### src/inc/hscs_pkg.sv
// Purpose: shared constants for the hub strap and configuration-source selector
// Assumes: 200 MHz clock, APB register access with 32-bit data
// Notes: register offsets are byte addresses, one aligned word each
package hscs_pkg;

  // clock and reset timing
  localparam int CLK_MHZ = 200;
  localparam int RST_MIN_PULSE_NS = 1000;
  localparam int RST_MIN_PULSE_CYC = (RST_MIN_PULSE_NS * CLK_MHZ + 999) / 1000;
  localparam int POR_SETTLE_CYC = 16;
  localparam logic [4:0] POR_CNT_DONE = 5'(POR_SETTLE_CYC);

  // configuration source select encodings {hi, lo}
  localparam logic [1:0] SRC_DEFAULT = 2'h0;
  localparam logic [1:0] SRC_SMBUS = 2'h1;
  localparam logic [1:0] SRC_DEFAULT_BUSPWR = 2'h2;
  localparam logic [1:0] SRC_EEPROM = 2'h3;

  // smbus slave address, 7-bit form of 0101100
  localparam logic [6:0] SMBUS_SLAVE_ADDR = 7'h2c;

  // register byte offsets
  localparam logic [7:0] ADDR_CTRL = 8'h00;
  localparam logic [7:0] ADDR_PORTS = 8'h04;
  localparam logic [7:0] ADDR_STATUS = 8'h08;

  // control register fields
  localparam int CTRL_CONFIGURED = 0;
  localparam int CTRL_SUSPENDED = 1;
  localparam int CTRL_HIGH_SPEED = 2;
  localparam int CTRL_LED_DRIVE = 3;
  localparam int CTRL_LED_ACT_LOW = 4;
  localparam int CTRL_W = 5;
  localparam logic [4:0] CTRL_RESET = 5'h08;

  // ports register: non-removable mask from software
  localparam int PORTS_W = 2;
  localparam logic [1:0] PORTS_RESET = 2'h0;

  // status register fields
  localparam int STAT_SRC_LSB = 0;
  localparam int STAT_STRAP_LSB = 2;
  localparam int STAT_STRAPS_EN = 4;
  localparam int STAT_BUS_POWERED = 5;
  localparam int STAT_SELF_POWER = 6;
  localparam int STAT_FIXED_LSB = 7;
  localparam int STAT_CFG_DONE = 9;
  localparam int STAT_SMB_ADDR_LSB = 10;

  typedef enum logic [1:0] {
    HSCS_ST_HOLD,
    HSCS_ST_SETTLE,
    HSCS_ST_SAMPLE,
    HSCS_ST_RUN
  } hscs_state_e;

endpackage

### src/hscs_top.sv
// Purpose: reset-time configuration source selection and strap sampling
// Assumes: all inputs synchronous to clk; nrst asynchronous, active low
// Notes: shared pins are split into input, output and output enable
`timescale 1ns/1ps

module hscs_top (
  input wire logic clk,
  input wire logic nrst,
  input wire logic supply_good,
  // apb slave
  input wire logic psel,
  input wire logic penable,
  input wire logic pwrite,
  input wire logic [7:0] paddr,
  input wire logic [31:0] pwdata,
  output logic [31:0] prdata,
  output logic pready,
  output logic pslverr,
  // shared pins
  input wire logic cfg_source_sel_lo,
  input wire logic cfg_source_sel_hi_in,
  output logic high_speed_led_out,
  output logic high_speed_led_oe,
  input wire logic activity_led_in,
  output logic activity_led_out,
  output logic activity_led_oe,
  input wire logic fixed_port_strap_hi,
  // results toward the hub core
  output logic core_rst_n,
  output logic cfg_done,
  output logic [1:0] cfg_source,
  output logic straps_en,
  output logic smbus_slave_en,
  output logic [6:0] smbus_slave_addr,
  output logic eeprom_load_en,
  output logic bus_powered,
  output logic self_power,
  output logic [1:0] fixed_ports
);

  hscs_pkg::hscs_state_e state_r;
  logic [4:0] por_cnt_r;
  logic core_rst_n_r;
  logic [1:0] src_r;
  logic [1:0] strap_r;
  logic cfg_done_r;
  logic self_power_r;
  logic [hscs_pkg::CTRL_W-1:0] ctrl_r;
  logic [hscs_pkg::PORTS_W-1:0] ports_r;
  logic [31:0] prdata_r;
  logic pready_r;
  logic pslverr_r;
  logic hs_led_r;
  logic hs_oe_r;
  logic act_led_r;
  logic act_oe_r;
  logic straps_en_r;
  logic smbus_en_r;
  logic eeprom_en_r;
  logic bus_powered_r;
  logic [1:0] fixed_r;
  logic straps_en_nxt;
  logic [1:0] fixed_nxt;
  logic act_low_nxt;
  logic bus_powered_nxt;
  logic [31:0] status_w;
  logic setup_w;
  logic access_w;

  // straps count only in the two built-in default modes
  function automatic logic src_uses_straps(input logic [1:0] src);
    return (src == hscs_pkg::SRC_DEFAULT) || (src == hscs_pkg::SRC_DEFAULT_BUSPWR);
  endfunction

  // strap decode: bit1 fixes both ports, else bit0 fixes port 1
  function automatic logic [1:0] strap_fixed(input logic [1:0] strap);
    return strap[1] ? 2'h3 : {1'b0, strap[0]};
  endfunction

  // power-on settle and reset release sequence
  always_ff @(posedge clk or negedge nrst) begin
    if (!nrst) begin
      state_r <= hscs_pkg::HSCS_ST_HOLD;
      por_cnt_r <= 5'h00;
      core_rst_n_r <= 1'b0;
    end else begin
      case (state_r)
        hscs_pkg::HSCS_ST_HOLD: begin
          core_rst_n_r <= 1'b0;
          por_cnt_r <= 5'h00;
          if (supply_good) begin
            state_r <= hscs_pkg::HSCS_ST_SETTLE;
          end
        end
        hscs_pkg::HSCS_ST_SETTLE: begin
          if (!supply_good) begin
            state_r <= hscs_pkg::HSCS_ST_HOLD;
            por_cnt_r <= 5'h00;
          end else if (por_cnt_r == hscs_pkg::POR_CNT_DONE) begin
            state_r <= hscs_pkg::HSCS_ST_SAMPLE;
          end else begin
            por_cnt_r <= por_cnt_r + 5'h01;
          end
        end
        hscs_pkg::HSCS_ST_SAMPLE: begin
          core_rst_n_r <= 1'b1;
          state_r <= hscs_pkg::HSCS_ST_RUN;
        end
        hscs_pkg::HSCS_ST_RUN: begin
          // supply loss drops the core back into reset
          if (!supply_good) begin
            state_r <= hscs_pkg::HSCS_ST_HOLD;
            core_rst_n_r <= 1'b0;
          end
        end
        default: begin
          state_r <= hscs_pkg::HSCS_ST_HOLD;
          core_rst_n_r <= 1'b0;
        end
      endcase
    end
  end

  // pins are only caught in the sample state, while both shared pins still float as inputs
  always_ff @(posedge clk or negedge nrst) begin
    if (!nrst) begin
      src_r <= 2'h0;
      strap_r <= 2'h0;
      cfg_done_r <= 1'b0;
    end else if (state_r == hscs_pkg::HSCS_ST_HOLD) begin
      cfg_done_r <= 1'b0;
    end else if (state_r == hscs_pkg::HSCS_ST_SAMPLE) begin
      src_r <= {cfg_source_sel_hi_in, cfg_source_sel_lo};
      strap_r <= {fixed_port_strap_hi, activity_led_in};
      cfg_done_r <= 1'b1;
    end
  end

  // local power sense, read only while the shared pin is not driven
  always_ff @(posedge clk or negedge nrst) begin
    if (!nrst) begin
      self_power_r <= 1'b0;
    end else if (!act_oe_r) begin
      self_power_r <= activity_led_in;
    end
  end

  // mode decode from the latched select
  always_comb begin
    straps_en_nxt = src_uses_straps(src_r);
    fixed_nxt = straps_en_nxt ? strap_fixed(strap_r) : ports_r;
    act_low_nxt = straps_en_nxt ? strap_r[0] : ctrl_r[hscs_pkg::CTRL_LED_ACT_LOW];
    bus_powered_nxt = (src_r == hscs_pkg::SRC_DEFAULT_BUSPWR) || !self_power_r;
  end

  always_ff @(posedge clk or negedge nrst) begin
    if (!nrst) begin
      straps_en_r <= 1'b0;
      smbus_en_r <= 1'b0;
      eeprom_en_r <= 1'b0;
      bus_powered_r <= 1'b1;
      fixed_r <= 2'h0;
    end else if (!cfg_done_r) begin
      straps_en_r <= 1'b0;
      smbus_en_r <= 1'b0;
      eeprom_en_r <= 1'b0;
      bus_powered_r <= 1'b1;
      fixed_r <= 2'h0;
    end else begin
      straps_en_r <= straps_en_nxt;
      smbus_en_r <= (src_r == hscs_pkg::SRC_SMBUS);
      eeprom_en_r <= (src_r == hscs_pkg::SRC_EEPROM);
      bus_powered_r <= bus_powered_nxt;
      fixed_r <= fixed_nxt;
    end
  end

  // indicator pins stay released until the straps have been caught
  always_ff @(posedge clk or negedge nrst) begin
    if (!nrst) begin
      act_led_r <= 1'b0;
      act_oe_r <= 1'b0;
      hs_led_r <= 1'b0;
      hs_oe_r <= 1'b0;
    end else if (!cfg_done_r) begin
      act_led_r <= 1'b0;
      act_oe_r <= 1'b0;
      hs_led_r <= 1'b0;
      hs_oe_r <= 1'b0;
    end else begin
      act_led_r <= (ctrl_r[hscs_pkg::CTRL_CONFIGURED] && !ctrl_r[hscs_pkg::CTRL_SUSPENDED])
                   ^ act_low_nxt;
      act_oe_r <= ctrl_r[hscs_pkg::CTRL_LED_DRIVE];
      hs_led_r <= ctrl_r[hscs_pkg::CTRL_HIGH_SPEED] ^ src_r[1];
      hs_oe_r <= 1'b1;
    end
  end

  // apb: answer in the first access cycle, no wait states
  assign setup_w = psel && !penable;
  assign access_w = psel && penable && pready_r;

  always_comb begin
    status_w = 32'h0000_0000;
    status_w[hscs_pkg::STAT_SRC_LSB +: 2] = src_r;
    status_w[hscs_pkg::STAT_STRAP_LSB +: 2] = strap_r;
    status_w[hscs_pkg::STAT_STRAPS_EN] = straps_en_r;
    status_w[hscs_pkg::STAT_BUS_POWERED] = bus_powered_r;
    status_w[hscs_pkg::STAT_SELF_POWER] = self_power_r;
    status_w[hscs_pkg::STAT_FIXED_LSB +: 2] = fixed_r;
    status_w[hscs_pkg::STAT_CFG_DONE] = cfg_done_r;
    status_w[hscs_pkg::STAT_SMB_ADDR_LSB +: 7] = hscs_pkg::SMBUS_SLAVE_ADDR;
  end

  always_ff @(posedge clk or negedge nrst) begin
    if (!nrst) begin
      pready_r <= 1'b0;
      pslverr_r <= 1'b0;
      prdata_r <= 32'h0000_0000;
    end else if (setup_w) begin
      pready_r <= 1'b1;
      pslverr_r <= 1'b1;
      prdata_r <= 32'h0000_0000;
      case (paddr)
        hscs_pkg::ADDR_CTRL: begin
          pslverr_r <= 1'b0;
          prdata_r <= {27'h0, ctrl_r};
        end
        hscs_pkg::ADDR_PORTS: begin
          pslverr_r <= 1'b0;
          prdata_r <= {30'h0, ports_r};
        end
        hscs_pkg::ADDR_STATUS: begin
          // status is read only; a write is refused
          pslverr_r <= pwrite;
          prdata_r <= status_w;
        end
        default: begin
          pslverr_r <= 1'b1;
        end
      endcase
    end else begin
      pready_r <= 1'b0;
      pslverr_r <= 1'b0;
      prdata_r <= 32'h0000_0000;
    end
  end

  always_ff @(posedge clk or negedge nrst) begin
    if (!nrst) begin
      ctrl_r <= hscs_pkg::CTRL_RESET;
      ports_r <= hscs_pkg::PORTS_RESET;
    end else if (!core_rst_n_r) begin
      ctrl_r <= hscs_pkg::CTRL_RESET;
      ports_r <= hscs_pkg::PORTS_RESET;
    end else if (access_w && pwrite) begin
      if (paddr == hscs_pkg::ADDR_CTRL) begin
        ctrl_r <= pwdata[hscs_pkg::CTRL_W-1:0];
      end
      if (paddr == hscs_pkg::ADDR_PORTS) begin
        ports_r <= pwdata[hscs_pkg::PORTS_W-1:0];
      end
    end
  end

  assign prdata = prdata_r;
  assign pready = pready_r;
  assign pslverr = pslverr_r;
  assign high_speed_led_out = hs_led_r;
  assign high_speed_led_oe = hs_oe_r;
  assign activity_led_out = act_led_r;
  assign activity_led_oe = act_oe_r;
  assign core_rst_n = core_rst_n_r;
  assign cfg_done = cfg_done_r;
  assign cfg_source = src_r;
  assign straps_en = straps_en_r;
  assign smbus_slave_en = smbus_en_r;
  assign eeprom_load_en = eeprom_en_r;
  assign bus_powered = bus_powered_r;
  assign self_power = self_power_r;
  assign fixed_ports = fixed_r;

  // fixed address, held in a flop so every output leaves a register
  logic [6:0] smb_addr_r;
  always_ff @(posedge clk or negedge nrst) begin
    if (!nrst) begin
      smb_addr_r <= 7'h00;
    end else begin
      // address rises with the enable, never a cycle behind it
      smb_addr_r <= (cfg_done_r && (src_r == hscs_pkg::SRC_SMBUS)) ?
                    hscs_pkg::SMBUS_SLAVE_ADDR : 7'h00;
    end
  end
  assign smbus_slave_addr = smb_addr_r;

endmodule // hscs_top

### config.mk
export PLATFORM = sky130hd
export DESIGN_NAME = hscs_top
export DESIGN_NICKNAME = d
export VERILOG_FILES = /design/src/inc/hscs_pkg.sv /design/src/hscs_top.sv
export SDC_FILE = /design/constraint.sdc
export NUM_CORES = 1
export LEC_CHECK = 0
export ABC_AREA = 0
export BUFFER_PORTS_ARGS = -buffer_cell sky130_fd_sc_hd__buf_2
export CORE_MARGIN = 2
export CORE_UTILIZATION = 46
export CTS_BUF_LIST = sky130_fd_sc_hd__clkbuf_4 sky130_fd_sc_hd__clkbuf_8
export DETAILED_ROUTE_END_ITERATION = 7
export PLACE_DENSITY = 0.8
export SLEW_MARGIN = 10
export SYNTH_ARGS = -nofsm -noshare
export SYNTH_HDL_FRONTEND = slang
export SYNTH_SLANG_ARGS = --single-unit
### constraint.sdc
create_clock -name clk -period 2 [get_ports clk]
set_input_delay 0.3 -clock clk [delete_from_list [all_inputs] [get_ports clk]]
set_output_delay 0.3 -clock clk [all_outputs]
set_load 0.005 [all_outputs]
==> summary.txt <==
Outcome
  – Outcome: finished clean

Routing
  – DRT Pass-1 Iters: 5
  – Met2 WL: approximately 1.9 mm
  – Wirelength per Cell: ~13 µm
  – Vias: approximately 1400
  – Met3 wire length: between 200 and 250 µm
  – ANT nets after route: 0
  – Vias per cell: approximately 4.8
  – Initial DRC Count: around 120
  – # DRC: 0
  – DR top layer: met4
  – Wire length on met1: around 1.6 mm
  – Drt total wl: 3.723 mm

Setup path
  – Worst endpoint required time: roughly 2200 ps
  – Crit end category: flop
  – Slowest stage cell, crit path: nor4bb_2
  – R2R cell count: 5
  – Worst r2r dst: por_cnt_r[1]
  – Crit-path leading delay family: simple AND/OR/NAND/NOR gates
  – Worst setup path category: reg -> reg
  – Largest stage delay on the critical path: 450 ps
  – Reg2reg setup slack: 460 ps
  – Critical-path cell list: inv_1 -> ha_1 -> nor4bb_2 -> or3_1 -> o22ai_1
  – Setup crit start kind: flop
  – WP data arrival: ~1700 ps
  – Reg2reg start: por_cnt_r[0]
  – Max FO, Critical Path: 4
  – Worst path bufs/invs: 1

Min path
  – Worst Hold Launch: cfg_source_sel_hi_in
  – Hold Crit Depth: 2
  – Worst hold endpoint: cfg_source[1]
  – Worst Hold Class: in -> reg

GRT
  – First-pass GRT wire length: between 6 and 7 mm
  – GRT Util Overall: 0.1547
  – Largest net degree at the start of global routing: 45
  – Initial antenna violation count: 0
  – Vias in the first global route: between 1000 and 1500
  – Global route total overflow: 0

Place
  – # placed instances: ~280
  – Port Buffers: between 50 and 60
  – Final HPWL DP: approximately 2.7 mm
  – Pre-CTS setup slack: roughly 480 ps
  – Placed standard-cell area: about 0.0023 mm²
  – Placer Congestion: slightly below 0.8

Synthesis
  – Post-synth EDFFs: 0
  – Synth area leader: dfrtp_1
  – Synth cell count leaders: dfrtp_1, buf_4, mux2i_1
  – Synth area leaders: dfrtp_1, buf_4, mux2i_1
  – Distinct cells, synth: about 40
  – #FFs+latches synth: 44
  – Synth async-reset ratio: 1.000
  – Cells after Synth: around 190
  – Synthesized area: 0.002118 mm²
  – Most frequent cell after synthesis: dfrtp_1
  – Yosys Warn Count: 0
  – Synthesized area per cell: 11.33 µm²
  – Post-synth top area share: 0.4962
  – Post-synthesis sequential area ratio: 0.5210
  – Synth Flop Type: dfrtp_1

Floorplan
  – Num ports: 106
  – Die H: approximately 72 µm
  – Die X: a little over 70 µm
  – Total Die Area: approximately 0.0052 mm²
  – Area of the core: ~0.0044 mm²
  – Initial core utilization: 0.4832
  – Row Count: 24

Finish
  – Layout area overhead: 13.53%
  – N_diodes: 0
  – Layout Cells excl Fill: 290
  – Nets: 289
  – Fraction of layout instances using a drive strength above 1: 0.3109
  – Final Cell Area: about 0.0024 mm²
  – Fill cell count: ~400

Timing
  – Setup TNS: 0 ps
  – Final Skew: 2.741 ps
  – Post-route setup slack: between 400 and 500 ps
  – Final Cycle Share: 0.7711
  – Period minus WS final: between 1500 and 2000 ps
  – RSZ-0062 raised after global routing: false
  – Final setup violation count: 0
  – F_max: 648.5 MHz
  – Max-slew violations: 0
  – Final hold viol count: 0

Clock network
  – Root Driver: clkbuf_8
  – CTS resizes: 0
  – Clock buffer depth: 2
  – Worst-skew pair later-pin latency: 300 ps
  – H-Tree Depth: 2
  – Inserted Clock Buffers: 5
  – Clock sinks: 44
  – CTS clock-pin slew for the worst setup and hold paths: approximately 70 ps
  – TritonCTS clock tree: done

Power and ir drop
  – PD cells: just over 700 mW/mm²
  – Total power draw: 1744 µW
  – Pleak: approximately 0.0013 µW
  – Max VDD drop: 0.0003432 V

Job
  – MaxCap Viol Count: 0
## routing by layer
layer  vias up  track usage
met2        42       0.2397
met1       649       0.1972
met5         -            0
met3         6      0.03657
li1        687            -
met4         0      0.09224
## logic make-up after synthesis
group,after synthesis,share of synthesized area
and+or+nand+nor,53,0.1530
DFF,44,0.5210
buffers and inverters,44,0.1388
muxes,21,0.1022
AOI/OAI and AO/OA,20,0.06321
adders and majority gates,2,0.01181
xor gates and xnor gates,2,0.008271
other,1,0.001770
## report_power, final
group	switching (µW)	internal (µW)
Clock	281	309
Combinational	86.8	90.9
Sequential	56.1	921
Total	424	1320
## worst max path at each step
stage / startpoint / endpoint / slack, ps / cells past startpoint
after global routing: por_cnt_r[0] / por_cnt_r[1] / 320 / 5
after floorplan: por_cnt_r[0] / por_cnt_r[1] / 640 / 5
final: por_cnt_r[0] / por_cnt_r[1] / 460 / 5
after global placement: paddr[1] / ctrl_r[1] / 500 / 4
after CTS: por_cnt_r[0] / por_cnt_r[1] / 460 / 5
after detailed placement: por_cnt_r[0] / por_cnt_r[1] / 480 / 5
## registers in the layout, indices dropped and copies added (netlist names), 2 cells and up, named ones only
signal       flops
prdata          11
ctrl_r           5
por_cnt_r        5
cfg_source       2
fixed_ports      2
ports_r          2
strap_r          2
## what timing repair did
action                                  4_1_cts  5_1_grt
hold endpoints to repair                     42        0
hold buffers                                  1        0
buffers inserted                              0        0
endpoints found under the setup margin        0        0
## placed cells by master (no fill, tap or decap), types with 2 or more instances in the layout
cell       count
buf_2         55
dfrtp_1       42
conb_1        23
mux2i_1       16
nand2_1       13
inv_1          8
and2_1         8
nor2b_1        7
clkbuf_8       6
o21ai_0        5
mux2_2         5
nand2b_1       3
nor2_1         3
nor4_1         3
a2bb2oi_1      3
nor3_1         3
a31oi_1        3
a21oi_1        3
and3b_1        2
and3_1         2
ha_1           2
dfstp_2        2
clkbuf_4       2
## layout make-up
| class | count | area (µm²) | area share |
|---|---|---|---|
| Clock buffer | 8 | 97.59 | 0.04058 |
| Inverter | 8 | 30.03 | 0.01249 |
| Multi-Input combinational cell | 121 | 803.3 | 0.3340 |
| Sequential cell | 44 | 1104 | 0.4589 |
| Tap cell | 52 | 65.06 | 0.02706 |
| Timing Repair Buffer | 57 | 305.3 | 0.1270 |
## through the flow
| stage | util | hold WS [ps] |
|---|---|---|
| 2_1_floorplan | - | 4.409 |
| 3_3_place_gp | 0.5240 | 290.2 |
| 3_5_place_dp | 0.5240 | 297.0 |
| 4_1_cts | 0.5485 | 232.1 |
| 5_1_grt | 0.5485 | 229.4 |
| 6_report | 0.5485 | 236.7 |
Power figures use the tool's default switching activity.
